[src/design/swpm_pkg.sv]
package swpm_pkg;

    // register indices; the byte address is four times the index
    localparam logic [9:0] IDX_DELAY   = 10'h037;
    localparam logic [9:0] IDX_RATE_HI = 10'h050;
    localparam logic [9:0] IDX_RATE_LO = 10'h051;
    localparam logic [9:0] IDX_CTL1    = 10'h052;
    localparam logic [9:0] IDX_CTL2    = 10'h053;
    localparam logic [9:0] IDX_STAT1   = 10'h054;
    localparam logic [9:0] IDX_STAT2   = 10'h055;
    localparam logic [9:0] IDX_DATA    = 10'h057;

    localparam logic [7:0]  DELAY_RST   = 8'h00;
    localparam logic [7:0]  RATE_HI_RST = 8'h00;
    localparam logic [12:0] RATE_RST    = 13'h0004;
    localparam logic [7:0]  CTL_RST     = 8'h00;

    // field positions
    localparam int CTL1_OD    = 6;
    localparam int CTL1_EN    = 5;
    localparam int CTL1_INV   = 0;
    localparam int CTL2_TE    = 3;
    localparam int CTL2_RE    = 2;
    localparam int CTL2_BRK   = 0;
    localparam int STAT_TDRE  = 7;
    localparam int STAT_TC    = 6;
    localparam int STAT_RDRF  = 5;
    localparam int STAT_NF    = 2;
    localparam int DELAY_ZERO = 2;
    localparam logic [7:0] DELAY_ONCE_MASK = 8'hf0;
    localparam logic [7:0] DELAY_ANY_MASK  = 8'h0b;

    // frame shape, counted in time slots and sixteenth-slot units
    localparam logic [3:0] SLOT_LAST   = 4'hf;
    localparam logic [3:0] CHECK_SUB   = 4'h8;
    localparam logic [4:0] START_LAST  = 5'h02;
    localparam logic [4:0] PUSH_LAST   = 5'h11;
    localparam logic [4:0] PSYNC_LAST  = 5'h01;
    localparam logic [4:0] PULL_LAST   = 5'h02;
    localparam logic [4:0] EOF_LAST    = 5'h03;
    localparam logic [4:0] BREAK_LAST  = 5'h13;
    localparam logic [3:0] VALID_HEAD  = 4'h5;
    localparam logic [7:0] BUS_ERR     = 8'hff;

    typedef enum logic [6:0] {
        S_IDLE  = 7'h01,
        S_START = 7'h02,
        S_PUSH  = 7'h04,
        S_PSYNC = 7'h08,
        S_PULL  = 7'h10,
        S_EOF   = 7'h20,
        S_BREAK = 7'h40
    } swpm_state_e;

    typedef struct packed {
        logic o;
        logic oe;
    } swpm_pin_s;

    typedef struct packed {
        swpm_state_e st;
        logic [7:0]  delay;
        logic        dly_locked;
        logic [7:0]  rate_hi;
        logic [12:0] rate;
        logic [7:0]  ctl1;
        logic [7:0]  ctl2;
        logic [7:0]  txd;
        logic        tx_full;
        logic [7:0]  psh;
        logic        tc;
        logic        rdrf;
        logic        nf;
        logic [1:0]  snap;
        logic [7:0]  rxd;
        logic [12:0] rcnt;
        logic [3:0]  sub;
        logic [4:0]  slot;
        logic [2:0]  shift;
        logic        saw0;
        logic        saw1;
        logic        line;
        logic        pready;
        logic        pslverr;
        logic [31:0] prdata;
        swpm_pin_s   tx;
    } swpm_regs_s;

endpackage
[src/design/swpm_master.sv]
// Behaviour
// - right after the last address bit the master sends the pull sync as biphase one
// - pull data is taken NRZ, one slot per bit, into the data low byte
// - push bits take two slots; one is low then high, zero high then low
// - valid only when code is not 111 or 000 and a square wave follows
// - code 111 with the end of frame stuck high means a bus error
// - during the push the rx pin is compared with the sent level; mismatch sets noise flag
// - bus clock is the input clock over 16 times twice the 13-bit divisor
// - the rate generator stops at divisor zero or with both enables clear
// - a divisor update lands only when the low byte is written last
// - a time slot is half a push bit, 25 us at 20 kHz
// - pull sampling starts one to four sixteenths of a slot after slot start
// - delay register always readable; top nibble writable once, bits 3,1,0 always
// - bit 2 of the delay register reads zero
// - the bus enable bit turns the shared port into the single-wire master
// - the wired-or bit makes the tx pin open drain
// - the invert bit drives inverted data on the tx pin
// - push is three low slots, sync zero, five data bits, three address bits
// - data bits come from byte bits 4..0, address from bits 7..5
// - valid byte is 0101 sss1; all ones marks a bus error
// - send break holds the line low for 20 slots
//
// Chosen here: register access over APB.
`timescale 1ns/100ps
module swpm_master (
    input  wire logic               pclk,
    input  wire logic               presetn,
    input  wire logic               psel,
    input  wire logic               penable,
    input  wire logic               pwrite,
    input  wire logic [11:0]        paddr,
    input  wire logic [31:0]        pwdata,
    output logic      [31:0]        prdata,
    output logic                    pready,
    output logic                    pslverr,
    input  wire logic               rx_pin,
    output swpm_pkg::swpm_pin_s     tx_pin
);
    import swpm_pkg::*;

    swpm_regs_s r;
    swpm_regs_s n;

    logic       hit;
    logic [9:0] idx;
    logic       do_wr;
    logic       do_rd;
    logic       rate_on;
    logic       tick;
    logic       slot_end;
    logic       samp;
    logic       valid;
    logic       level;
    logic [7:0] rd_byte;

    // level of push-field slot s: slot pair 0 is the sync zero, then d lsb first
    function automatic logic push_level(input logic [7:0] d, input logic [4:0] s);
        logic [3:0] k;
        logic       b;
        k = s[4:1] - 4'h1;
        b = (s[4:1] == 4'h0) ? 1'b0 : d[k[2:0]];
        return s[0] ? b : ~b;
    endfunction

    function automatic logic at_idx(input logic [11:0] a, input logic [9:0] i);
        return (a[11:2] == i) && (a[1:0] == 2'b00);
    endfunction

    always_comb begin
        n       = r;
        idx     = paddr[11:2];
        hit     = at_idx(paddr, IDX_DELAY) || at_idx(paddr, IDX_RATE_HI)
                || at_idx(paddr, IDX_RATE_LO) || at_idx(paddr, IDX_CTL1)
                || at_idx(paddr, IDX_CTL2) || at_idx(paddr, IDX_STAT1)
                || at_idx(paddr, IDX_STAT2) || at_idx(paddr, IDX_DATA);
        do_wr   = psel && penable && r.pready && pwrite && hit;
        do_rd   = psel && penable && r.pready && !pwrite && hit;
        rd_byte = 8'h00;
        valid   = 1'b0;
        level   = 1'b1;

        // read mux; prepared during the first access cycle, shown with pready
        case (idx)
            IDX_DELAY:   rd_byte = r.delay & ~(8'h01 << DELAY_ZERO);
            IDX_RATE_HI: rd_byte = r.rate_hi;
            IDX_RATE_LO: rd_byte = r.rate[7:0];
            IDX_CTL1:    rd_byte = r.ctl1;
            IDX_CTL2:    rd_byte = r.ctl2;
            IDX_STAT1: begin
                rd_byte[STAT_TDRE] = !r.tx_full;
                rd_byte[STAT_TC]   = r.tc;
                rd_byte[STAT_RDRF] = r.rdrf;
                rd_byte[STAT_NF]   = r.nf;
            end
            IDX_STAT2:   rd_byte = {7'h00, (r.st == S_PULL) || (r.st == S_EOF)};
            IDX_DATA:    rd_byte = r.rxd;
            default:     rd_byte = 8'h00;
        endcase
        n.pready  = psel && penable && !r.pready;
        n.pslverr = psel && penable && !r.pready && !hit;
        n.prdata  = (psel && penable && !r.pready) ? {24'h000000, rd_byte} : 32'h00000000;

        // software side effects; hardware sets below come later and win
        if (do_wr) begin
            case (idx)
                IDX_DELAY: begin
                    n.delay = (r.delay & ~DELAY_ANY_MASK) | (pwdata[7:0] & DELAY_ANY_MASK);
                    if (!r.dly_locked) begin
                        n.delay = (n.delay & ~DELAY_ONCE_MASK) | (pwdata[7:0] & DELAY_ONCE_MASK);
                        n.dly_locked = 1'b1;
                    end
                end
                IDX_RATE_HI: n.rate_hi = pwdata[7:0];
                IDX_RATE_LO: n.rate = {r.rate_hi[4:0], pwdata[7:0]};
                IDX_CTL1:    n.ctl1 = pwdata[7:0] & 8'h61;
                IDX_CTL2:    n.ctl2 = pwdata[7:0] & 8'h0d;
                IDX_DATA: begin
                    if (r.ctl1[CTL1_EN]) begin
                        n.txd     = pwdata[7:0];
                        n.tx_full = 1'b1;
                        n.tc      = 1'b0;
                    end
                end
                default: n.rate_hi = r.rate_hi;
            endcase
        end
        if (do_rd && (idx == IDX_STAT1)) begin
            n.snap = {r.rdrf, r.nf};
        end
        if (do_rd && (idx == IDX_DATA)) begin
            // only flags seen by the status read are cleared
            n.rdrf = r.rdrf && !r.snap[1];
            n.nf   = r.nf && !r.snap[0];
            n.snap = 2'b00;
        end

        // rate generator: one tick per sixteenth of a slot
        rate_on = (r.rate != 13'h0000) && (r.ctl2[CTL2_RE] || r.ctl2[CTL2_TE]);
        tick    = 1'b0;
        if (!rate_on) begin
            n.rcnt = 13'h0000;
        end else if (r.rcnt >= r.rate - 13'h0001) begin
            n.rcnt = 13'h0000;
            tick   = 1'b1;
        end else begin
            n.rcnt = r.rcnt + 13'h0001;
        end
        if (tick) begin
            n.sub = r.sub + 4'h1;
        end
        slot_end = tick && (r.sub == SLOT_LAST);
        samp     = tick && (r.sub == {2'b00, r.delay[1:0]});

        // bit monitor on the wire while pushing
        if (tick && (r.sub == CHECK_SUB) && (r.st == S_PUSH) && (rx_pin != r.line)) begin
            n.nf = 1'b1;
        end

        case (r.st)
            S_IDLE: begin
                n.line = 1'b1;
                if (slot_end && r.ctl1[CTL1_EN]) begin
                    n.slot = 5'h00;
                    if (r.ctl2[CTL2_BRK]) begin
                        n.st   = S_BREAK;
                        n.line = 1'b0;
                    end else if (r.tx_full && r.ctl2[CTL2_TE]) begin
                        n.st      = S_START;
                        n.line    = 1'b0;
                        n.psh     = r.txd;
                        // a data write landing in this very cycle stays queued for the next frame
                        n.tx_full = do_wr && (idx == IDX_DATA);
                    end
                end
            end
            S_START: begin
                if (slot_end) begin
                    n.slot = r.slot + 5'h01;
                    if (r.slot == START_LAST) begin
                        n.st   = S_PUSH;
                        n.slot = 5'h00;
                        n.line = push_level(r.psh, 5'h00);
                    end
                end
            end
            S_PUSH: begin
                if (slot_end) begin
                    n.slot = r.slot + 5'h01;
                    n.line = push_level(r.psh, r.slot + 5'h01);
                    if (r.slot == PUSH_LAST) begin
                        n.st   = S_PSYNC;
                        n.slot = 5'h00;
                        n.line = 1'b0;
                    end
                end
            end
            S_PSYNC: begin
                if (slot_end) begin
                    n.slot = r.slot + 5'h01;
                    n.line = 1'b1;
                    if (r.slot == PSYNC_LAST) begin
                        n.st    = S_PULL;
                        n.slot  = 5'h00;
                        n.shift = 3'b000;
                    end
                end
            end
            S_PULL: begin
                n.line = 1'b1;
                if (samp) begin
                    n.shift = {rx_pin, r.shift[2:1]};
                end
                if (slot_end) begin
                    n.slot = r.slot + 5'h01;
                    if (r.slot == PULL_LAST) begin
                        n.st   = S_EOF;
                        n.slot = 5'h00;
                        n.saw0 = 1'b0;
                        n.saw1 = 1'b0;
                    end
                end
            end
            S_EOF: begin
                n.line = 1'b1;
                if (samp) begin
                    n.saw0 = r.saw0 || !rx_pin;
                    n.saw1 = r.saw1 || rx_pin;
                end
                if (slot_end) begin
                    n.slot = r.slot + 5'h01;
                    if (r.slot == EOF_LAST) begin
                        // the last sample lands earlier in this slot, so r.saw* are complete
                        valid = (r.shift != 3'b111) && (r.shift != 3'b000)
                              && r.saw0 && r.saw1;
                        if (r.ctl2[CTL2_RE]) begin
                            n.rxd  = valid ? {VALID_HEAD, r.shift, 1'b1} : BUS_ERR;
                            n.rdrf = 1'b1;
                        end
                        n.tc   = 1'b1;
                        n.st   = S_IDLE;
                        n.slot = 5'h00;
                    end
                end
            end
            S_BREAK: begin
                n.line = 1'b0;
                if (slot_end) begin
                    n.slot = r.slot + 5'h01;
                    if (r.slot == BREAK_LAST) begin
                        n.st   = S_IDLE;
                        n.slot = 5'h00;
                        n.line = 1'b1;
                        n.ctl2[CTL2_BRK] = 1'b0;
                    end
                end
            end
            default: begin
                n.st   = S_IDLE;
                n.line = 1'b1;
            end
        endcase

        // leaving bus mode abandons any frame and releases the wire
        if (!r.ctl1[CTL1_EN]) begin
            n.st   = S_IDLE;
            n.line = 1'b1;
        end

        level = n.line ^ r.ctl1[CTL1_INV];
        if (!r.ctl1[CTL1_EN] || !r.ctl2[CTL2_TE]) begin
            n.tx = '{o: 1'b1, oe: 1'b0};
        end else if (r.ctl1[CTL1_OD]) begin
            n.tx = '{o: 1'b0, oe: !level};
        end else begin
            n.tx = '{o: level, oe: 1'b1};
        end
    end

    always_ff @(posedge pclk or negedge presetn) begin
        if (!presetn) begin
            r            <= '0;
            r.st         <= S_IDLE;
            r.delay      <= DELAY_RST;
            r.rate_hi    <= RATE_HI_RST;
            r.rate       <= RATE_RST;
            r.ctl1       <= CTL_RST;
            r.ctl2       <= CTL_RST;
            r.tc         <= 1'b1;
            r.line       <= 1'b1;
            r.tx         <= '{o: 1'b1, oe: 1'b0};
        end else begin
            r <= n;
        end
    end

    assign prdata  = r.prdata;
    assign pready  = r.pready;
    assign pslverr = r.pslverr;
    assign tx_pin  = r.tx;
endmodule

[config.mk]
export PLATFORM = sky130hd
export DESIGN_NAME = swpm_master
export DESIGN_NICKNAME = d
export VERILOG_FILES = /design/src/design/swpm_pkg.sv /design/src/design/swpm_master.sv
export SDC_FILE = /design/constraint.sdc
export NUM_CORES = 1
export LEC_CHECK = 0
export BUFFER_PORTS_ARGS = -buffer_cell sky130_fd_sc_hd__buf_2
export CAP_MARGIN = 5
export CORE_MARGIN = 2
export CORE_UTILIZATION = 45
export DETAILED_ROUTE_END_ITERATION = 10
export SYNTH_ARGS = -nofsm -noshare
export SYNTH_HDL_FRONTEND = slang
export SYNTH_SLANG_ARGS = --single-unit
[constraint.sdc]
create_clock -name pclk -period 5.8 [get_ports pclk]
set_input_delay 0.29 -clock pclk [delete_from_list [all_inputs] [get_ports pclk]]
set_output_delay 0.29 -clock pclk [all_outputs]
set_load 0.01 [all_outputs]
==> impl_metrics.csv, run 1 <==
group,metric,value,unit
outcome,status,"finished clean",
global_routing,grt-ovfl-total,0,
sta,rsz0062_at_grt,"no",
hold_path,whs_path_depth,3,
pwr,p_total,1.47,mW
logic_synthesis,ys_seq_elements,109,
pwr,p_leak,3.23,nW
logic_synthesis,yosysWarningCount,0,
critical_path,critical_path.max_fanout,9,
place,place_congestion,0.878,
sta,setup_tns,0,ns
hold_path,holdPathEnd,"pslverr$_DFF_PN0_",
critical_path,critPathBufInv,0,
critical_path,crit_family,"simple AND/OR/NAND/NOR gates",
place,place_ws,1.69,ns
clock_network,numCtsBuffers,9,
clock_network,clockBufferDepth,2,
critical_path,path_class,"reg -> reg",
clock_network,cts_sinks,109,
critical_path,r2r_cells,14,
pwr,power_frac_clock,0.444,
logic_synthesis,syn_inst,630,
floorplanning,die_x,122,um
logic_synthesis,synth_edf_count,0,
clock_network,h-tree-depth,3,
route,wire_per_inst,17.3,um
sta,period_needed,4.14,ns
sta,finalSetupViolCount,0,
logic_synthesis,ys_async_sr_fraction,1.00,
floorplanning,dieArea,15000,um^2
clock_network,clockRootBuffer,"clkbuf_16",
floorplanning,rows,43,
hold_path,worstHoldStart,"paddr[0]",
pwr,p_sw_frac,0.237,
route,ant_nets,0,
pwr,power_density,215,nW/um^2
floorplanning,die_y,122,um
critical_path,r2r_start,"r[113]$_DFFE_PN0P_",
critical_path,cp-end-kind,"flip-flop",
pwr,power_frac_comb,0.037,
route,post_drt_via_cell_ratio,5.74,
clock_network,cts_resized,0,
cells_and_area,nets,722,
route,drt_iter0_drc,459,
global_routing,grt_pass1_wl,23600,um
logic_synthesis,synth_area,6310,um^2
sta,min_period_over_period,0.713,
floorplanning,start_util,0.458,
job,drv_cap,0,
global_routing,grt_pass1_vias,4539,
route,dr.pass1.iters,5,
cells_and_area,antenna_cells,0,
critical_path,crit_chain,"nor4_2 > nand2b_1 > nor4_1 > nor3b_1 > xnor2_1 > ha_1 > nand4_1 > nor3_1 > o21ai_0 > o21a_1 > nor2_1 > a41oi_1 > a21oi_2 > mux2i_1",
logic_synthesis,avgSynthCellArea,10.0,um^2
cells_and_area,drive_gt1_frac,0.192,
pwr,seq_power_share,0.519,
critical_path,cp.arrival,4.41,ns
floorplanning,core_area,13800,um^2
pwr,p_switching,0.347,mW
route,via_count,4796,
critical_path,cpPeakStageDelay,0.52,ns
critical_path,critPathRequiredTime,6.07,ns
floorplanning,ios,86,
sta,hold_violations,0,
critical_path,rrSetupSlack,1.66,ns
logic_synthesis,synth.distinct_cells,69,
sta,worst_pin_slew,1.07,ns
route,drc,0,
sta,slew_viol_final,0,
clock_network,cts_tree,"yes",
global_routing,antenna_found_initial,0,
clock_network,clk_pin_slew,0.08,ns
logic_synthesis,ys_seq_area_frac,0.433,
sta,finalClockSkew,0.00921,ns
critical_path,reg2reg_to,"r[40]$_DFFE_PN0P_",
sta,max_freq,242,MHz
cells_and_area,syn_to_final_growth,7.83,%
critical_path,crit_slowest_cell,"nor2_1",
place,port_buffers,37,
global_routing,grt_max_degree,77,
place,dp_hpwl,10800,um
clock_network,clkLatencyLatePin,0.36,ns
pwr,p_int,1.12,mW
global_routing,track_usage,0.205,
critical_path,start_kind,"flip-flop",
sta,max_slew_margin,0.277,
cells_and_area,fill_cells,1298,
pwr,ir_drop,0.000178,V
hold_path,hp-class,"in -> reg",
logic_synthesis,ys.flop_type,"dfrtp_1",
route,wl,14500,um
sta,setup_ws,1.66,ns
[cell type report]
type / instances / area, um^2 / area share
multi-input combinational: 472 / 3250 / 0.478
sequential: 109 / 2730 / 0.402
clock buffer: 9 / 225 / 0.0331
tap: 180 / 225 / 0.0331
timing repair buffer: 40 / 213 / 0.0312
clock inverter: 7 / 86.3 / 0.0127
inverter: 19 / 71.3 / 0.0105
[flip-flops by register name, summed over array words and instances, names as in the netlist]
signal   count
prdata       8
pready       1
pslverr      1
r           97
tx_pin       2
[timing repair]
item,CTS,global route
buffers inserted,0,0
hold buffers,1,0
hold endpoints to repair,30,0
[cells by family after synthesis]
group | Yosys count | share of synthesized area
AND/OR/NAND/NOR | 231 | 0.191
other | 1 | 0.000594
XOR/XNOR | 35 | 0.0485
AO/OA/AOI/OAI | 98 | 0.104
adder cells (fa/ha/maj) | 22 | 0.0432
multiplexers | 62 | 0.114
buffers and inverters | 72 | 0.0654
flip-flops | 109 | 0.433
[placed cells by master, fill, tap and decap left out, types with 18 or more instances in the layout]
cell type,count
dfrtp_1,104
nand2_1,64
mux2_2,51
nor2_1,50
buf_2,36
o21ai_0,27
conb_1,24
nand3_1,23
ha_1,21
a21oi_1,20
inv_1,19
xor2_1,18
[worst max path at each step]
stage / start / end / slack [ns] / cells past startpoint
6_report: r[113]$_DFFE_PN0P_ / r[40]$_DFFE_PN0P_ / 1.66 / 14
5_1_grt: r[113]$_DFFE_PN0P_ / r[41]$_DFFE_PN0P_ / 1.25 / 14
3_5_place_dp: r[113]$_DFFE_PN0P_ / r[40]$_DFFE_PN0P_ / 1.69 / 14
2_1_floorplan: r[112]$_DFFE_PN1P_ / r[39]$_DFFE_PN0P_ / 2.36 / 15
4_1_cts: r[113]$_DFFE_PN0P_ / r[40]$_DFFE_PN0P_ / 1.62 / 14
3_3_place_gp: r[113]$_DFFE_PN0P_ / r[39]$_DFFE_PN0P_ / 1.85 / 14
[through the flow]
step	cell area, um^2	std cells	utilization	hold WS (ns)
floorplan	6400	653	-	-0.00559
global placement	6490	819	0.471	0.271
detailed placement	6490	819	0.471	0.273
CTS	6810	836	0.494	0.213
global route	6810	836	0.494	0.244
finish	6810	836	0.494	0.214
[routing by layer]
metal | wire length (um) | share of wire | GRT usage | up-vias
li1 | - | - | - | 2241
met3 | 764 | 0.053 | 0.0358 | 19
met2 | 6870 | 0.47 | 0.323 | 157
met5 | 0 | 0 | 0 | -
met4 | 295 | 0.020 | 0.0733 | 0
met1 | 6550 | 0.45 | 0.284 | 2379
[power groups by stage]
stage / Sequential (mW) / Combinational, mW / Clock (mW)
6_report: 0.760 / 0.0540 / 0.651
5_1_grt: 0.761 / 0.0620 / 0.701
4_1_cts: 0.760 / 0.0548 / 0.670
3_5_place_dp: 0.775 / 0.0541 / 0
3_3_place_gp: 0.775 / 0.0534 / 0
2_1_floorplan: 0.776 / 0.0303 / 0
[tightest hold or removal path, stage by stage]
cell	delay, ns
buf_2	0.09
nor4_1	0.05
nor2_1	0.10
[cell usage after synthesis, types with 3 or more instances]
cell type  count  share of area
dfrtp_1      104           0.41
nor4_1         9         0.0089
and3_1        13          0.013
xor2_1        18          0.025
mux2_2        51          0.091
nor2_1        50          0.030
and4_1         3         0.0042
nand2_1       64          0.038
nand3_1       23          0.018
nor3_1        17          0.013
a22oi_1        4         0.0048
buf_2         11         0.0087
nand2b_1       9         0.0089
a31oi_1        9         0.0089
nor3b_1        6         0.0071
ha_1          21          0.042
a21oi_1       20          0.016
nand4_1        6         0.0059
dfstp_2        5          0.021
nand3b_1       3         0.0036
nor2b_1        7         0.0069
inv_1         19          0.011
xnor2_1       17          0.024
nor4b_1        3         0.0042
o21a_1         5         0.0059
mux2i_1        9          0.014
a222oi_1       4         0.0063
a221oi_1       3         0.0042
buf_4         34          0.040
o21ai_0       27          0.021
clkbuf_1       6         0.0036
Note: power is estimated with default switching activity, not from simulation.
==> run 2: changes to the inputs <==
ABC_AREA = 1   (was default)
PLACE_DENSITY = 0.67   (was default)
clock period = 3.6 ns   (was 5.8 ns; I/O delays follow)
==> run 2 against run 1 <==
  * Cell area grew 1.2%
  * Global-route usage shrank 0.93 points
  * Critical path depth grew 6
  * Core utilization grew 0.42 points
  * Clock skew is essentially flat
  * Largest power group unchanged
==> impl_metrics.csv, run 2 <==
group,metric,value,unit
critical_path,cp-end-kind,"flip-flop",
critical_path,crit_family,"simple AND/OR/NAND/NOR gates",
critical_path,cpMostUsedCell,"nand2_1",
route,drt_iter0_drc,402,
floorplanning,core_area,13800,um^2
critical_path,start_kind,"flip-flop",
clock_network,numCtsBuffers,9,
place,place_congestion,0.909,
sta,finalClockSkew,0.00953,ns
critical_path,r2r_cells,20,
hold_path,worstHoldStart,"pwdata[0]",
logic_synthesis,synth_top_area_frac,0.411,
global_routing,track_usage,0.196,
floorplanning,ios,86,
pwr,power_density,335,nW/um^2
logic_synthesis,synth_most_common_cell,"nand2_1",
critical_path,crit_slowest_cell,"dfrtp_1",
sta,worst_pin_slew,0.795,ns
route,post_drt_via_cell_ratio,5.05,
route,wire_per_inst,13.9,um
critical_path,rrSetupSlack,0.31,ns
floorplanning,die_x,123,um
sta,max_freq,304,MHz
floorplanning,start_util,0.458,
clock_network,clk_pin_slew,0.08,ns
global_routing,grt_pass1_vias,4593,
global_routing,antenna_found_initial,0,
cells_and_area,largest_reg_flops,97,
job,drv_cap,0,
logic_synthesis,synth_area,6330,um^2
critical_path,cpPeakStageDelay,0.40,ns
critical_path,cp.arrival,3.54,ns
hold_path,hp-class,"in -> reg",
cells_and_area,layout_commonest_cell,"nand2_1",
hold_path,whs_path_depth,3,
route,dr.pass1.iters,5,
cells_and_area,max_flop_register,"r",
pwr,ir_drop,0.000216,V
logic_synthesis,synth_area_leaders,"dfrtp_1 41%, nand2_1 9.7%, inv_1 5.9%",
critical_path,crit_chain,"nor2_1 > nand3_1 > nor3_2 > nand2_1 > nor3_1 > xor2_1 > inv_1 > ha_1 > nand2_1 > nor2_1 > inv_1 > nor2_1 > nand2_1 > nand2_2 > nand2_1 > inv_2 > nand4_1 > nand2_1 > nand2_1 > o31ai_1",
floorplanning,die_y,123,um
global_routing,grt_max_degree,61,
logic_synthesis,synth.distinct_cells,53,
route,drc,0,
logic_synthesis,ys.flop_type,"dfrtp_1",
global_routing,grt_pass1_wl,22900,um
logic_synthesis,yosysWarningCount,0,
sta,period_needed,3.29,ns
critical_path,r2r_start,"r[111]$_DFFE_PN0P_",
sta,setup_tns,0,ns
global_routing,grt-ovfl-total,0,
sta,finalSetupViolCount,0,
clock_network,h-tree-depth,3,
sta,hold_slack,0.111,ns
clock_network,cts_sinks,109,
place,dp_hpwl,10400,um
cells_and_area,drive_gt1_frac,0.157,
sta,hold_violations,0,
sta,min_period_over_period,0.914,
critical_path,critical_path.max_fanout,6,
pwr,p_leak,3.58,nW
critical_path,path_class,"reg -> reg",
route,ant_nets,0,
critical_path,critPathRequiredTime,3.85,ns
logic_synthesis,synth_top_area_cell,"dfrtp_1",
logic_synthesis,ys_seq_area_frac,0.432,
floorplanning,rows,43,
route,wl,13700,um
logic_synthesis,synth_commonest_cells,"163 x nand2_1, 104 x dfrtp_1, 100 x inv_1",
cells_and_area,syn_to_final_growth,8.83,%
floorplanning,dieArea,15000,um^2
sta,slew_viol_final,0,
logic_synthesis,syn_inst,767,
clock_network,clockBufferDepth,2,
hold_path,holdPathEnd,"r[132]$_DFFE_PN0P_",
cells_and_area,layout.cells.non_filler,985,
critical_path,critPathBufInv,3,
clock_network,clkLatencyLatePin,0.35,ns
cells_and_area,most-common-layout-cells,"161 x nand2_1, 104 x dfrtp_1, 100 x inv_1",
cells_and_area,antenna_cells,0,
clock_network,cts_tree,"yes",
cells_and_area,nets,871,
logic_synthesis,synth_edf_count,0,
sta,max_slew_margin,0.470,
sta,setup_ws,0.311,ns
outcome,status,"finished clean",
logic_synthesis,ys_async_sr_fraction,1.00,
logic_synthesis,ys_seq_elements,109,
logic_synthesis,avgSynthCellArea,8.26,um^2
place,port_buffers,37,
place,dpl.cell_count,968,
clock_network,clockRootBuffer,"clkbuf_16",
route,via_count,4971,
place,place_ws,0.179,ns
critical_path,reg2reg_to,"r[40]$_DFFE_PN0P_",
sta,rsz0062_at_grt,"yes",
run 2: timing repair:
item	4_1_cts	5_1_grt
hold endpoints to repair	56	0
buffers inserted	0	0
endpoints found under the setup margin	0	31
gates resized for setup	0	10
hold buffers	1	0
run 2: worst max path at each step:
stage | depth (start not counted) | to | slack, ns | startpoint
3_5_place_dp | 19 | r[65]$_DFFE_PN0P_ | 0.18 | r[111]$_DFFE_PN0P_
5_1_grt | 20 | r[40]$_DFFE_PN0P_ | -0.09 | r[111]$_DFFE_PN0P_
4_1_cts | 19 | r[65]$_DFFE_PN0P_ | 0.17 | r[111]$_DFFE_PN0P_
3_3_place_gp | 19 | r[65]$_DFFE_PN0P_ | 0.21 | r[111]$_DFFE_PN0P_
2_1_floorplan | 19 | r[65]$_DFFE_PN0P_ | 0.73 | r[111]$_DFFE_PN0P_
6_report | 20 | r[40]$_DFFE_PN0P_ | 0.31 | r[111]$_DFFE_PN0P_
run 2: logic make-up after synthesis:
group                      after synthesis  share of synthesized area
and+or+nand+nor                        336                      0.246
buffers and inverters                  150                      0.115
AOI/OAI and AO/OA                      120                      0.120
DFF                                    109                      0.432
xor gates and xnor gates                22                     0.0304
adders and majority gates               21                     0.0415
muxes                                    8                     0.0142
other                                    1                   0.000592
run 2: tightest hold or removal path, delay by kind of cell:
kind,cells,cell delay [ns]
AND/OR/NAND/NOR,1,0.05
buffers and inverters,1,0.13
AO/OA/AOI/OAI,1,0.06
run 2: where the power goes:
part | leakage [nW] | internal, mW | total, mW | switching (mW)
Clock | 0.132 | 0.542 | 0.998 | 0.456
Combinational | 1.97 | 0.0196 | 0.0863 | 0.0667
Sequential | 1.47 | 1.22 | 1.23 | 0.000485
Total | 3.58 | 1.79 | 2.31 | 0.523
run 2: final cells by class:
| type | instances | area, um^2 |
|---|---|---|
| Tap cell | 180 | 225 |
| Clock buffer | 11 | 233 |
| Multi-Input combinational cell | 531 | 3000 |
| Clock inverter | 5 | 61.3 |
| Sequential cell | 109 | 2730 |
| Timing Repair Buffer | 40 | 225 |
| Inverter | 109 | 412 |
| Fill cell | 1313 | 6930 |
run 2: per-layer routing:
metal  vias up  wire length (um)  track usage
li1       2517                 -            -
met1      2314              6950        0.291
met2       122              5960        0.297
met3        18               562       0.0232
met4         0               257       0.0647
met5         -                 0            0
run 2: stage by stage:
step	power, mW	area [um^2]	utilization
2_1_floorplan	1.30	6420	-
3_3_place_gp	1.34	6550	0.473
3_5_place_dp	1.34	6550	0.473
4_1_cts	2.33	6850	0.495
5_1_grt	2.39	6890	0.499
6_report	2.31	6890	0.499
==> run 3: changes to the inputs <==
BUFFER_PORTS_ARGS = default   (was -buffer_cell sky130_fd_sc_hd__buf_2)
CTS_CLUSTER_SIZE = 24   (was default)
DONT_BUFFER_PORTS = 1   (was default)
PLACE_DENSITY = default   (was 0.67)
==> run 3 against run 2 <==
  * Clock power is essentially flat
  * Sequential share of layout area grew 1.0 points
  * Final cell count shrank 3.6%
  * Critical endpoint is now r[69]$_DFFE_PN0P_
  * Largest cell class unchanged
==> impl_metrics.csv, run 3 (synthesis gave the netlist of run 2 again) <==
group,metric,value,unit
outcome,status,"finished clean",
pwr,p_total,2.30,mW
global_routing,track_usage,0.201,
floorplanning,dieArea,15000,um^2
pwr,p_leak,3.44,nW
sta,period_needed,3.32,ns
critical_path,cp.arrival,3.60,ns
critical_path,critical_path.max_fanout,6,
sta,slew_viol_final,0,
cells_and_area,multi_input_area,2990,um^2
place,dp_hpwl,10600,um
sta,hold_violations,0,
floorplanning,core_area,13800,um^2
cells_and_area,drive_gt1_frac,0.119,
sta,finalSetupViolCount,0,
sta,min_period_over_period,0.922,
pwr,ir_drop,0.000251,V
route,drt_iter0_drc,407,
sta,max_freq,301,MHz
critical_path,cp-end-kind,"flip-flop",
clock_network,numCtsBuffers,9,
cells_and_area,syn_to_final_growth,6.16,%
route,wl,13900,um
sta,finalClockSkew,0.0153,ns
floorplanning,rows,43,
place,port_buffers,0,
cells_and_area,antenna_cells,0,
critical_path,crit_slowest_cell,"dfrtp_1",
cells_and_area,nets,836,
route,ant_nets,0,
pwr,power_density,342,nW/um^2
floorplanning,die_y,123,um
critical_path,path_class,"reg -> reg",
route,post_drt_via_cell_ratio,5.16,
hold_path,hp-class,"in -> reg",
cells_and_area,ff_latch_area,2730,um^2
global_routing,grt_pass1_vias,4680,
cells_and_area,largest_reg_flops,97,
floorplanning,ios,86,
cells_and_area,layout_commonest_cell,"nand2_1",
sta,worst_pin_slew,0.684,ns
cells_and_area,fill_cells,1329,
floorplanning,die_x,123,um
clock_network,clkLatencyLatePin,0.36,ns
sta,max_slew_margin,0.540,
clock_network,clockBufferDepth,2,
global_routing,grt_pass1_wl,23500,um
clock_network,cts_sinks,109,
route,via_count,4901,
clock_network,cts_tree,"yes",
route,drc,0,
critical_path,cpPeakStageDelay,0.40,ns
cells_and_area,most-common-layout-cells,"161 x nand2_1, 104 x dfrtp_1, 100 x inv_1",
route,dr.pass1.iters,5,
cells_and_area,utilization,0.486,
job,drv_cap,0,
cells_and_area,max_flop_register,"r",
clock_network,clockRootBuffer,"clkbuf_16",
global_routing,antenna_found_initial,0,
place,place_congestion,0.841,
global_routing,grt-ovfl-total,0,
route,wire_per_inst,14.6,um
clock_network,clk_pin_slew,0.08,ns
clock_network,h-tree-depth,3,
critical_path,crit_chain,"nor2_1 > nand3_1 > nor3_2 > nand2_1 > nor3_1 > xor2_1 > inv_1 > ha_1 > nand2_1 > nor2_2 > inv_1 > nor2_1 > nand2_1 > nand2_2 > nand3_4 > inv_2 > nand3_1 > nor2_1 > inv_1 > a21oi_1",
critical_path,critPathRequiredTime,3.88,ns
floorplanning,start_util,0.458,
critical_path,start_kind,"flip-flop",
global_routing,grt_max_degree,110,
## run 3: cell types whose count changed in the layout (fill, tap and decap cells not counted), moves of 2 or more
cell,change
buf_2,-36
inv_8,+3
clkbuf_1,-2
clkinvlp_4,-2
## run 3: final timing paths
check | startpoint | to | slack [ns] | cells after the start
min reg2reg | r[76]$_DFF_PN1_ | r[76]$_DFF_PN1_ | 0.47 | 2
max | r[111]$_DFFE_PN0P_ | r[69]$_DFFE_PN0P_ | 0.28 | 20
min | psel | pready$_DFF_PN0_ | 0.02 | 2
max reg2reg | r[111]$_DFFE_PN0P_ | r[69]$_DFFE_PN0P_ | 0.28 | 20
min in group asynchronous | presetn | r[40]$_DFFE_PN0P_ | 0.41 | 2
max in group asynchronous | presetn | tx_pin[1]$_DFF_PN1_ | 2.73 | 2
## run 3: timing repair
action | CTS | global route
setup endpoints to repair | 0 | 32
hold endpoints to repair | 111 | 0
buffers inserted | 0 | 1
resized for setup | 0 | 8
hold buffers | 3 | 0
## run 3: layout make-up
class,count,area share
sequential,109,0.407
clock inverter,7,0.0112
timing repair buffer,5,0.00930
tap,180,0.0335
multi-input combinational,531,0.445
clock buffer,9,0.0335
inverter,109,0.0612
## run 3: power by group
group / internal (mW) / switching [mW]
clock: 0.495 / 0.512
sequential: 1.22 / 0.00134
combinational: 0.0108 / 0.0584
## run 3: critical path: cells and delay by family (launching register included)
family / cells / cell delay [ns]
adder cells (fa/ha/maj): 1 / 0.27
buffers and inverters: 4 / 0.37
flip-flops: 1 / 0.40
XOR/XNOR: 1 / 0.17
AO/OA/AOI/OAI: 1 / 0.15
AND/OR/NAND/NOR: 13 / 1.89
## run 3: per-layer routing
layer | wire (um) | vias up | GRT usage
met5 | 0 | - | 0
met4 | 181 | 0 | 0.0618
met3 | 642 | 11 | 0.0335
met2 | 6110 | 125 | 0.299
met1 | 6980 | 2321 | 0.300
li1 | - | 2444 | -
## run 3: through the flow
stage	area (um^2)	setup slack (ns)	TNS, ns	std cells	hold WS [ns]
finish	6730	0.281	0	950	0.0160
global route	6730	-0.00978	-0.00978	950	0.0129
CTS	6690	0.140	0	949	0.00115
detailed placement	6340	0.191	0	930	-0.109
global placement	6340	0.242	0	930	-0.110
floorplan	6420	0.728	0	790	-0.116
